===== src/shared/ccpc_defines.svh =====
// Purpose: Named constants of the clock output and power control block
// Assumes: Core clock is the 10 MHz reference input
// Notes:   Definitions only
`ifndef CCPC_DEFINES_SVH
`define CCPC_DEFINES_SVH

// ============================================================
// Configuration bytes
`define CCPC_CFG_BYTES      12
`define CCPC_PTR_W          8
`define CCPC_B_OE           8'h00
`define CCPC_B_SLEW         8'h01
`define CCPC_B_AMP          8'h02
`define CCPC_B_REF          8'h03
`define CCPC_B_SPREAD       8'h04
`define CCPC_B_DIS_STATE    8'h0B
`define CCPC_RST_OE         8'h0F
`define CCPC_RST_SLEW       8'h0F
`define CCPC_RST_AMP        8'hAA
`define CCPC_RST_ZERO       8'h00
// Byte 3 bit positions
`define CCPC_BIT_WOL        5
`define CCPC_BIT_REF_FOLLOW 4

// ============================================================
// Management bus target addresses and bit counts
`define CCPC_ADDR_LOW       7'h68
`define CCPC_ADDR_HIGH      7'h6A
`define CCPC_BITS_PER_BYTE  4'h8
`define CCPC_LAST_TX_BIT    4'h7

`endif


===== src/shared/ccpc_pkg.sv =====
// Purpose: Types of the clock output and power control block
// Assumes: Constants come from ccpc_defines.svh
// Notes:   Gray codes along the write path
`default_nettype none
package ccpc_pkg;

  // ============================================================
  // Spread strap levels and selections
  typedef enum logic [1:0] {
    CCPC_SPREAD_OFF     = 2'h0,
    CCPC_SPREAD_QUARTER = 2'h1,
    CCPC_SPREAD_HALF    = 2'h2
  } ccpc_spread_type;

  // Management bus slave states
  typedef enum logic [3:0] {
    CCPC_IDLE      = 4'h0,
    CCPC_ADDR      = 4'h1,
    CCPC_ACK_ADDR  = 4'h3,
    CCPC_CMD       = 4'h2,
    CCPC_ACK_CMD   = 4'h6,
    CCPC_WDATA     = 4'h7,
    CCPC_ACK_WDATA = 4'h5,
    CCPC_RDATA     = 4'h4,
    CCPC_ACK_RDATA = 4'hC
  } ccpc_bus_state_type;

  // Differential output group
  typedef struct packed {
    logic [3:0] diff_clock_true;
    logic [3:0] diff_clock_comp;
  } ccpc_pairs_type;

  // One two-way pin
  typedef struct packed {
    logic out;
    logic oe;
  } ccpc_pin_type;

endpackage

`default_nettype wire


===== src/rtl/ccpc_pair_gate.sv =====
// Purpose: Glitch-free gate of one differential pair
// Assumes: phase is the synchronised output clock level
// Notes:   Run state changes only while phase is low
`timescale 1ns/1ps
`default_nettype none

module ccpc_pair_gate
(
  input  wire logic       core_clk,
  input  wire logic       rst,
  input  wire logic       phase,
  input  wire logic       want_run,
  input  wire logic [1:0] dis_state,
  output logic            q_true,
  output logic            q_comp
);
  import ccpc_pkg::*;

  // State of the gate
  typedef struct packed {
    logic run;
    logic q_true;
    logic q_comp;
  } ccpc_gate_type;

  ccpc_gate_type st;       // Registered state
  ccpc_gate_type next_st;  // Next state

  // ============================================================
  // Next state
  always_comb
  begin
    next_st = st;
    // Switch only in the low half so no runt pulse is made
    if (!phase)
    begin
      next_st.run = want_run;
    end
    if (next_st.run)
    begin
      next_st.q_true = phase;
      next_st.q_comp = !phase;
    end
    else
    begin
      // Programmed static level of a stopped pair
      next_st.q_true = dis_state[0];
      next_st.q_comp = dis_state[1];
    end
  end

  // Register
  always_ff @(posedge core_clk)
  begin
    if (rst)
    begin
      st <= '0;
    end
    else
    begin
      st <= next_st;
    end
  end

  assign q_true = st.q_true;
  assign q_comp = st.q_comp;

endmodule

`default_nettype wire


===== src/rtl/ccpc_core.sv =====
// Purpose: Output gating, straps, power modes and management bus of a 4-pair clock generator
// Assumes: PLL clock, lock, pins and bus lines are asynchronous and synchronised here
// Notes:   Reference output is modelled as a core clock divided by two
`timescale 1ns/1ps
`default_nettype none
`include "ccpc_defines.svh"

module ccpc_core
#(
  parameter int PAIRS = 4
)
(
  input  wire logic                   core_clk,
  input  wire logic                   rst,
  input  wire logic                   power_down_n,
  input  wire logic [PAIRS-1:0]       pair_enable_n,
  input  wire logic [1:0]             spread_strap,
  input  wire logic                   pll_clock,
  input  wire logic                   pll_lock,
  input  wire logic                   address_strap,
  input  wire logic                   scl,
  input  wire logic                   sda_in,
  output ccpc_pkg::ccpc_pin_type      ref_pin,
  output ccpc_pkg::ccpc_pin_type      sda_pin,
  output ccpc_pkg::ccpc_pairs_type    pairs,
  output ccpc_pkg::ccpc_spread_type   spread_sel,
  output logic [7:0]                  slew_sel,
  output logic [7:0]                  amp_sel,
  output logic                        started
);
  import ccpc_pkg::*;

  // All state of the block apart from the pair gates
  typedef struct packed {
    logic [1:0]             pd_s;      // Power-down synchroniser
    logic [1:0]             lk_s;      // Lock synchroniser
    logic [1:0]             ph_s;      // PLL clock synchroniser
    logic [1:0]             ad_s;      // Address strap synchroniser
    logic [1:0][1:0]        sp_s;      // Spread strap synchroniser
    logic [1:0][PAIRS-1:0]  en_s;      // Enable pin synchroniser
    logic [1:0]             scl_s;     // Bus clock synchroniser
    logic [1:0]             sda_s;     // Bus data synchroniser
    logic                   scl_d;     // Bus clock, one cycle later
    logic                   sda_d;     // Bus data, one cycle later
    logic                   started;   // First power-up seen
    logic [6:0]             my_addr;   // Latched target address
    logic                   ref_tog;   // Reference divider
    ccpc_pin_type           ref_pin;   // Reference pin drive
    ccpc_pin_type           sda_pin;   // Bus data drive
    ccpc_bus_state_type     bst;       // Bus state
    logic [3:0]             cnt;       // Bit counter
    logic [7:0]             shift;     // Bus shift register
    logic                   rw;        // Read transfer
    logic                   mack;      // Host acknowledged a read byte
    logic [`CCPC_PTR_W-1:0] ptr;       // Configuration byte pointer
    logic [`CCPC_CFG_BYTES-1:0][7:0] cfg;  // Configuration bytes
  } ccpc_state_type;

  ccpc_state_type st;       // Registered state
  ccpc_state_type next_st;  // Next state
  logic [PAIRS-1:0] want_run;  // Pair run requests
  logic [PAIRS-1:0] q_true;    // Gate outputs, true
  logic [PAIRS-1:0] q_comp;    // Gate outputs, complement

  // ============================================================
  // Pair run condition
  always_comb
  begin
    for (int i = 0; i < PAIRS; i++)
    begin
      want_run[i] = st.started && st.pd_s[1]
                    && st.cfg[`CCPC_B_OE][i]
                    && !st.en_s[1][i]
                    && st.lk_s[1];
    end
  end

  // One gate per pair, fed by the synchronised PLL clock level
  genvar g;
  generate
    for (g = 0; g < PAIRS; g++)
    begin : gen_pair
      ccpc_pair_gate u_gate
      (
        .core_clk  (core_clk),
        .rst       (rst),
        .phase     (st.ph_s[1]),
        .want_run  (want_run[g]),
        .dis_state (st.cfg[`CCPC_B_DIS_STATE][1:0]),
        .q_true    (q_true[g]),
        .q_comp    (q_comp[g])
      );
    end
  endgenerate

  // ============================================================
  // Next state of straps, power, reference and bus
  always_comb
  begin
    logic start_c;  // Start condition
    logic stop_c;   // Stop condition
    logic rise;     // Bus clock rising
    logic fall;     // Bus clock falling
    start_c = 1'b0;
    stop_c  = 1'b0;
    rise    = 1'b0;
    fall    = 1'b0;
    next_st = st;
    // Synchronisers
    next_st.pd_s  = {st.pd_s[0], power_down_n};
    next_st.lk_s  = {st.lk_s[0], pll_lock};
    next_st.ph_s  = {st.ph_s[0], pll_clock};
    next_st.ad_s  = {st.ad_s[0], address_strap};
    next_st.sp_s  = {st.sp_s[0], spread_strap};
    next_st.en_s  = {st.en_s[0], pair_enable_n};
    next_st.scl_s = {st.scl_s[0], scl};
    next_st.sda_s = {st.sda_s[0], sda_in};
    next_st.scl_d = st.scl_s[1];
    next_st.sda_d = st.sda_s[1];

    // Straps caught once, on the first power-up high
    if (!st.started && st.pd_s[1])
    begin
      next_st.started = 1'b1;
      next_st.my_addr = st.ad_s[1] ? `CCPC_ADDR_HIGH : `CCPC_ADDR_LOW;
      next_st.cfg[`CCPC_B_SPREAD][1:0] = st.sp_s[1];
    end

    // Reference pin: floating, running or held low
    next_st.ref_tog = !st.ref_tog;
    if (!st.started)
    begin
      next_st.ref_pin = '0;
    end
    else if (!st.pd_s[1])
    begin
      // Power-down, unless wake-on-LAN keeps it running
      next_st.ref_pin.oe  = 1'b1;
      next_st.ref_pin.out = st.cfg[`CCPC_B_REF][`CCPC_BIT_WOL] && st.ref_tog;
    end
    else if (st.cfg[`CCPC_B_REF][`CCPC_BIT_REF_FOLLOW] && (st.cfg[`CCPC_B_OE][PAIRS-1:0] == '0))
    begin
      next_st.ref_pin = '{out: 1'b0, oe: 1'b1};
    end
    else
    begin
      next_st.ref_pin = '{out: st.ref_tog, oe: 1'b1};
    end

    // Bus line events
    rise    = st.scl_s[1] && !st.scl_d;
    fall    = !st.scl_s[1] && st.scl_d;
    start_c = st.scl_s[1] && st.scl_d && st.sda_d && !st.sda_s[1];
    stop_c  = st.scl_s[1] && st.scl_d && !st.sda_d && st.sda_s[1];

    if (!st.started)
    begin
      // Bus is silent until the address is known
      next_st.bst = CCPC_IDLE;
    end
    else if (start_c)
    begin
      next_st.bst     = CCPC_ADDR;
      next_st.cnt     = '0;
      next_st.sda_pin = '0;
    end
    else if (stop_c)
    begin
      next_st.bst     = CCPC_IDLE;
      next_st.sda_pin = '0;
    end
    else if (rise)
    begin
      // Sample data and host acknowledge
      case (st.bst)
        CCPC_ADDR, CCPC_CMD, CCPC_WDATA:
        begin
          next_st.shift = {st.shift[6:0], st.sda_s[1]};
          next_st.cnt   = st.cnt + 4'h1;
        end
        CCPC_ACK_RDATA:
        begin
          next_st.mack = !st.sda_s[1];
        end
        default:
        begin
          next_st.mack = st.mack;
        end
      endcase
    end
    else if (fall)
    begin
      // Drive acknowledges and read data in the low phase
      case (st.bst)
        CCPC_ADDR:
        begin
          if (st.cnt == `CCPC_BITS_PER_BYTE)
          begin
            if (st.shift[7:1] == st.my_addr)
            begin
              next_st.bst     = CCPC_ACK_ADDR;
              next_st.rw      = st.shift[0];
              next_st.sda_pin = '{out: 1'b0, oe: 1'b1};
            end
            else
            begin
              next_st.bst = CCPC_IDLE;
            end
          end
        end
        CCPC_ACK_ADDR:
        begin
          next_st.cnt = '0;
          if (st.rw)
          begin
            next_st.bst     = CCPC_RDATA;
            next_st.shift   = st.cfg[st.ptr];
            next_st.sda_pin = '{out: 1'b0, oe: !st.cfg[st.ptr][7]};
          end
          else
          begin
            next_st.bst     = CCPC_CMD;
            next_st.sda_pin = '0;
          end
        end
        CCPC_CMD, CCPC_WDATA:
        begin
          if (st.cnt == `CCPC_BITS_PER_BYTE)
          begin
            next_st.sda_pin = '{out: 1'b0, oe: 1'b1};
            if (st.bst == CCPC_CMD)
            begin
              next_st.ptr = st.shift;
              next_st.bst = CCPC_ACK_CMD;
            end
            else
            begin
              if (st.ptr < `CCPC_PTR_W'(`CCPC_CFG_BYTES))
              begin
                next_st.cfg[st.ptr] = st.shift;
              end
              next_st.bst = CCPC_ACK_WDATA;
            end
          end
        end
        CCPC_ACK_CMD, CCPC_ACK_WDATA:
        begin
          if (st.bst == CCPC_ACK_WDATA)
          begin
            next_st.ptr = st.ptr + `CCPC_PTR_W'(1);
          end
          next_st.bst     = CCPC_WDATA;
          next_st.cnt     = '0;
          next_st.sda_pin = '0;
        end
        CCPC_RDATA:
        begin
          next_st.cnt = st.cnt + 4'h1;
          if (st.cnt == `CCPC_LAST_TX_BIT)
          begin
            next_st.bst     = CCPC_ACK_RDATA;
            next_st.sda_pin = '0;
          end
          else
          begin
            next_st.shift   = {st.shift[6:0], 1'b0};
            next_st.sda_pin = '{out: 1'b0, oe: !st.shift[6]};
          end
        end
        CCPC_ACK_RDATA:
        begin
          if (st.mack)
          begin
            next_st.ptr     = st.ptr + `CCPC_PTR_W'(1);
            next_st.shift   = st.cfg[st.ptr + `CCPC_PTR_W'(1)];
            next_st.sda_pin = '{out: 1'b0, oe: !st.cfg[st.ptr + `CCPC_PTR_W'(1)][7]};
            next_st.cnt     = '0;
            next_st.bst     = CCPC_RDATA;
          end
          else
          begin
            next_st.bst = CCPC_IDLE;
          end
        end
        default:
        begin
          next_st.sda_pin = '0;
        end
      endcase
    end
  end

  // ============================================================
  // Register
  always_ff @(posedge core_clk)
  begin
    if (rst)
    begin
      st                        <= '0;
      st.pd_s                   <= 2'h0;
      st.scl_s                  <= 2'h3;
      st.sda_s                  <= 2'h3;
      st.scl_d                  <= 1'b1;
      st.sda_d                  <= 1'b1;
      st.my_addr                <= `CCPC_ADDR_LOW;
      st.bst                    <= CCPC_IDLE;
      st.cfg[`CCPC_B_OE]        <= `CCPC_RST_OE;
      st.cfg[`CCPC_B_SLEW]      <= `CCPC_RST_SLEW;
      st.cfg[`CCPC_B_AMP]       <= `CCPC_RST_AMP;
      st.cfg[`CCPC_B_REF]       <= `CCPC_RST_ZERO;
      st.cfg[`CCPC_B_DIS_STATE] <= `CCPC_RST_ZERO;
    end
    else
    begin
      st <= next_st;
    end
  end

  // Outputs from flip-flops
  assign ref_pin    = st.ref_pin;
  assign sda_pin    = st.sda_pin;
  assign pairs      = '{diff_clock_true: q_true, diff_clock_comp: q_comp};
  assign spread_sel = ccpc_spread_type'(st.cfg[`CCPC_B_SPREAD][1:0]);
  assign slew_sel   = st.cfg[`CCPC_B_SLEW];
  assign amp_sel    = st.cfg[`CCPC_B_AMP];
  assign started    = st.started;

endmodule

`default_nettype wire


===== config.mk =====
export PLATFORM = sky130hd
export DESIGN_NAME = ccpc_core
export DESIGN_NICKNAME = d
export VERILOG_FILES = /design/src/shared/ccpc_pkg.sv /design/src/rtl/ccpc_pair_gate.sv /design/src/rtl/ccpc_core.sv
export VERILOG_INCLUDE_DIRS = /design/src /design/src/shared
export SDC_FILE = /design/constraint.sdc
export NUM_CORES = 1
export LEC_CHECK = 0
export BUFFER_PORTS_ARGS = -buffer_cell sky130_fd_sc_hd__buf_4
export CAP_MARGIN = 10
export CORE_AREA = 2 2 133 200
export DETAILED_ROUTE_END_ITERATION = 8
export DIE_AREA = 0 0 135 202
export PLACE_DENSITY = 0.58
export SLEW_MARGIN = 25
export SYNTH_ARGS = -nofsm -noshare
export SYNTH_HDL_FRONTEND = slang
export SYNTH_SLANG_ARGS = --single-unit

===== constraint.sdc =====
create_clock -name core_clk -period 3.47 [get_ports core_clk]
set_input_delay 0.347 -clock core_clk [delete_from_list [all_inputs] [get_ports core_clk]]
set_output_delay 0.347 -clock core_clk [all_outputs]
set_load 0.005 [all_outputs]

==> metrics.cfg <==
[worst_hold_path]
timing.hold.worst.start=sda_in
hold_end=next_st[138]
min_path_type=in2reg
min_path_cells=2

[worst_setup_path]
path_cells=inv_1 -> ha_1 -> and3b_1 -> o2111ai_4 -> nor4b_4 -> nand2_1 -> nand2_1 -> a21oi_1
worstPathArrival_ps=3020
critPathLaunchType=register
r2r_cells=8
rr_endpoint=st[41]
crit_path_start=st[114]
slowest_stage=nor4b_4
r2r-start=st[114]
cp_max_fo=11
max_stage_delay_ps=680
required_ps=3780
critical_path_class=reg2reg
cp_common_cell=nand2_1
reg2reg_slack_ps=750
crit_path_end_kind=register

[sta]
slew_viol_final=0
hold_viol_final=0
whs_ps=80.86
max_freq_mhz=368.3
finalWorstSetupSlack_ps=754.6
rsz0062_at_grt=no
fin_crit_sh_pct=78.25
finalCriticalPeriod_ps=2715
finClkSkew_ps=14.91
worst_slew_pin_slew_ps=970.4
slew_headroom_pct=35.22
tns_ps=0
finalSetupViolCount=0

[synthesis]
ys_seq_elements=166
async_flop_share_pct=0
synth-main-ff-cell=dfxtp_1
ys_seq_area_share_pct=37.73
yosysMostFrequentCell=dfxtp_1
yosys-top-cells-count=dfxtp_1 (166), nand2_1 (149), nand3_1 (117), a21oi_1 (114), clkbuf_1 (55)
synth.top_cell.area_share_pct=37.73
synth_area_sq_um=8808
synth-edff-count=0
syn_inst=1002
synth.distinct_cells=74
synth_area_per_cell_sq_um=8.791
ys_top_cells_by_area=dfxtp_1 (38%), mux4_2 (12%), nand3_1 (6.6%)
synthesis.nets=1025
synth_top_area_cell=dfxtp_1
yosys_warnings=0

[pwr]
p_per_area_nw_per_um2=403.1
ir_drop_v=0.0002879
cellLeakagePower_nw=3.277

[detailed_routing]
drtIter0Drc=647
via_per_inst=5.647
dr.pass1.iters=5
drt-total-wl_mm=26.81
drc=0
ant_nets=0
vias=7460
avgRoutedWirePerCell_um=20.29

[finish]
final_util_pct=38.02
n_fill_cell=2634
seq_area_sq_um=3327
fin_cells=1321
drive_gt1_share_pct=17.81
nNetsFinal=998
n_antenna_cell=0
syn2layout_area_growth_pct=10.43
multi_input_area_sq_um=4767

[floorplan]
die_y_um=202
std_cell_rows=72
initial_utilization_pct=34.43
io_pins=45
die_w_um=135
coreArea_sq_um=25580
die_area_sq_um=27270

[status]
status=finished clean

[placement]
globalplace.congestion=0.9223
dpl.cell_count=1289
post-dp-hpwl_mm=19.09
dp_slack_ps=750.1
io_buffers=43

[clock_tree]
clock-sinks=166
cts_tree=yes
clock-root-buffer=clkbuf_16
h-tree-depth=4
clock_latency_ps=450
cts_hold_buf=0
cts_buffer_depth=2
cts_buffers=17
ctsResizeCount=0
path_clk_slew_ps=70
post_cts_buffers=0

[global_routing]
track_usage_pct=20.07
grt_pass1_wl_mm=41.77
grt_antenna_before_repair=0
grt_pass1_vias=7203
grt_max_degree=60
grt_overflow_total=0

[flow_run]
drv_cap=0

## worst max path at each step
| stage | cells past startpoint | endpoint |
|---|---|---|
| after detailed placement | 8 | st[56] |
| after global routing | 6 | st[108] |
| final | 8 | st[41] |
| after global placement | 6 | st[108] |
| after CTS | 8 | st[56] |
| after floorplan | 13 | st[111] |
## registers in the layout, summed over array words and instances, names as in the netlist, 2 cells and up
signal	flops
amp_sel	8
gen_pair.u_gate.q_comp	4
gen_pair.u_gate.q_true	4
gen_pair.u_gate.st	4
next_st	14
ref_pin	2
slew_sel	8
spread_sel	2
st	118
## through the flow
step | power (mW) | area [sq um]
global route | 4.042 | 9727
finish | 3.921 | 9727
CTS | 3.955 | 9727
global placement | 2.066 | 9131
detailed placement | 2.066 | 9131
floorplan | 2.031 | 8808
## cell usage in the layout (no fill, tap or decap), types with 2 or more instances in the layout
cell type,netlist,layout
nor3_1,15,15
and3b_1,4,4
nand3b_1,5,5
a311oi_1,2,2
inv_8,0,5
o211ai_1,3,3
dfxtp_1,166,165
a21o_1,3,3
a31oi_1,5,5
inv_1,17,17
nor2_1,39,39
mux2i_1,24,24
mux4_2,45,45
and3_1,5,5
o21ai_0,27,27
nor3b_1,3,3
a311oi_2,2,2
nand4_1,3,3
xnor2_1,3,3
nand2b_1,7,7
a21oi_1,114,114
or2_2,6,6
ha_1,9,9
o311a_1,5,5
a32oi_1,2,2
a21boi_0,3,3
or3_1,3,3
nor2b_1,32,32
clkbuf_16,0,17
inv_6,0,4
nor4_1,5,5
nor4bb_1,3,3
nand3_1,117,117
o32ai_1,2,2
buf_4,43,71
clkinv_8,0,3
a211oi_1,16,16
nand2_1,149,149
nor4_4,2,2
a22oi_1,4,4
## cells by family (layout without fill, tap and decap cells)
group | after synthesis | after routing | share of synthesized area (%)
AOI/OAI and AO/OA | 203 | 203 | 14.36
muxes | 69 | 69 | 14.23
DFF | 166 | 166 | 37.73
other | 1 | 1 | 0.04257
adders and majority gates | 9 | 9 | 1.278
and+or+nand+nor | 413 | 413 | 23.62
buffers and inverters | 136 | 122 | 8.153
xor gates and xnor gates | 5 | 5 | 0.5825
## where the power goes
group / switching [mW] / leakage, nW / internal [mW]
clock network: 0.914 / 0.290 / 0.986
logic: 0.0611 / 1.64 / 0.0324
registers: 0.00823 / 1.34 / 1.92
total: 0.984 / 3.28 / 2.94
## area by class of cell
class,instances,share of cell area (%)
Multi-Input combinational cell,700,49.01
Sequential cell,166,34.20
Timing Repair Buffer,72,5.686
Clock buffer,18,4.515
Tap cell,333,4.284
Clock inverter,14,1.608
Inverter,18,0.6946
## routing by layer
metal | part of all wire, % | vias up | GRT usage (%)
met5 | 0 | - | 0
met4 | 5.1 | 0 | 11.16
met2 | 52 | 230 | 35.79
met1 | 38 | 3644 | 22.38
li1 | - | 3501 | -
met3 | 4.5 | 85 | 3.386
## critical path: cells and delay by family (launching register included)
family / cells / cell delay, ps
adder cells (fa/ha/maj): 1 / 160
flip-flops: 1 / 340
AO/OA/AOI/OAI: 2 / 350
buffers and inverters: 1 / 70
AND/OR/NAND/NOR: 4 / 1660
Power figures use the tool's default switching activity.
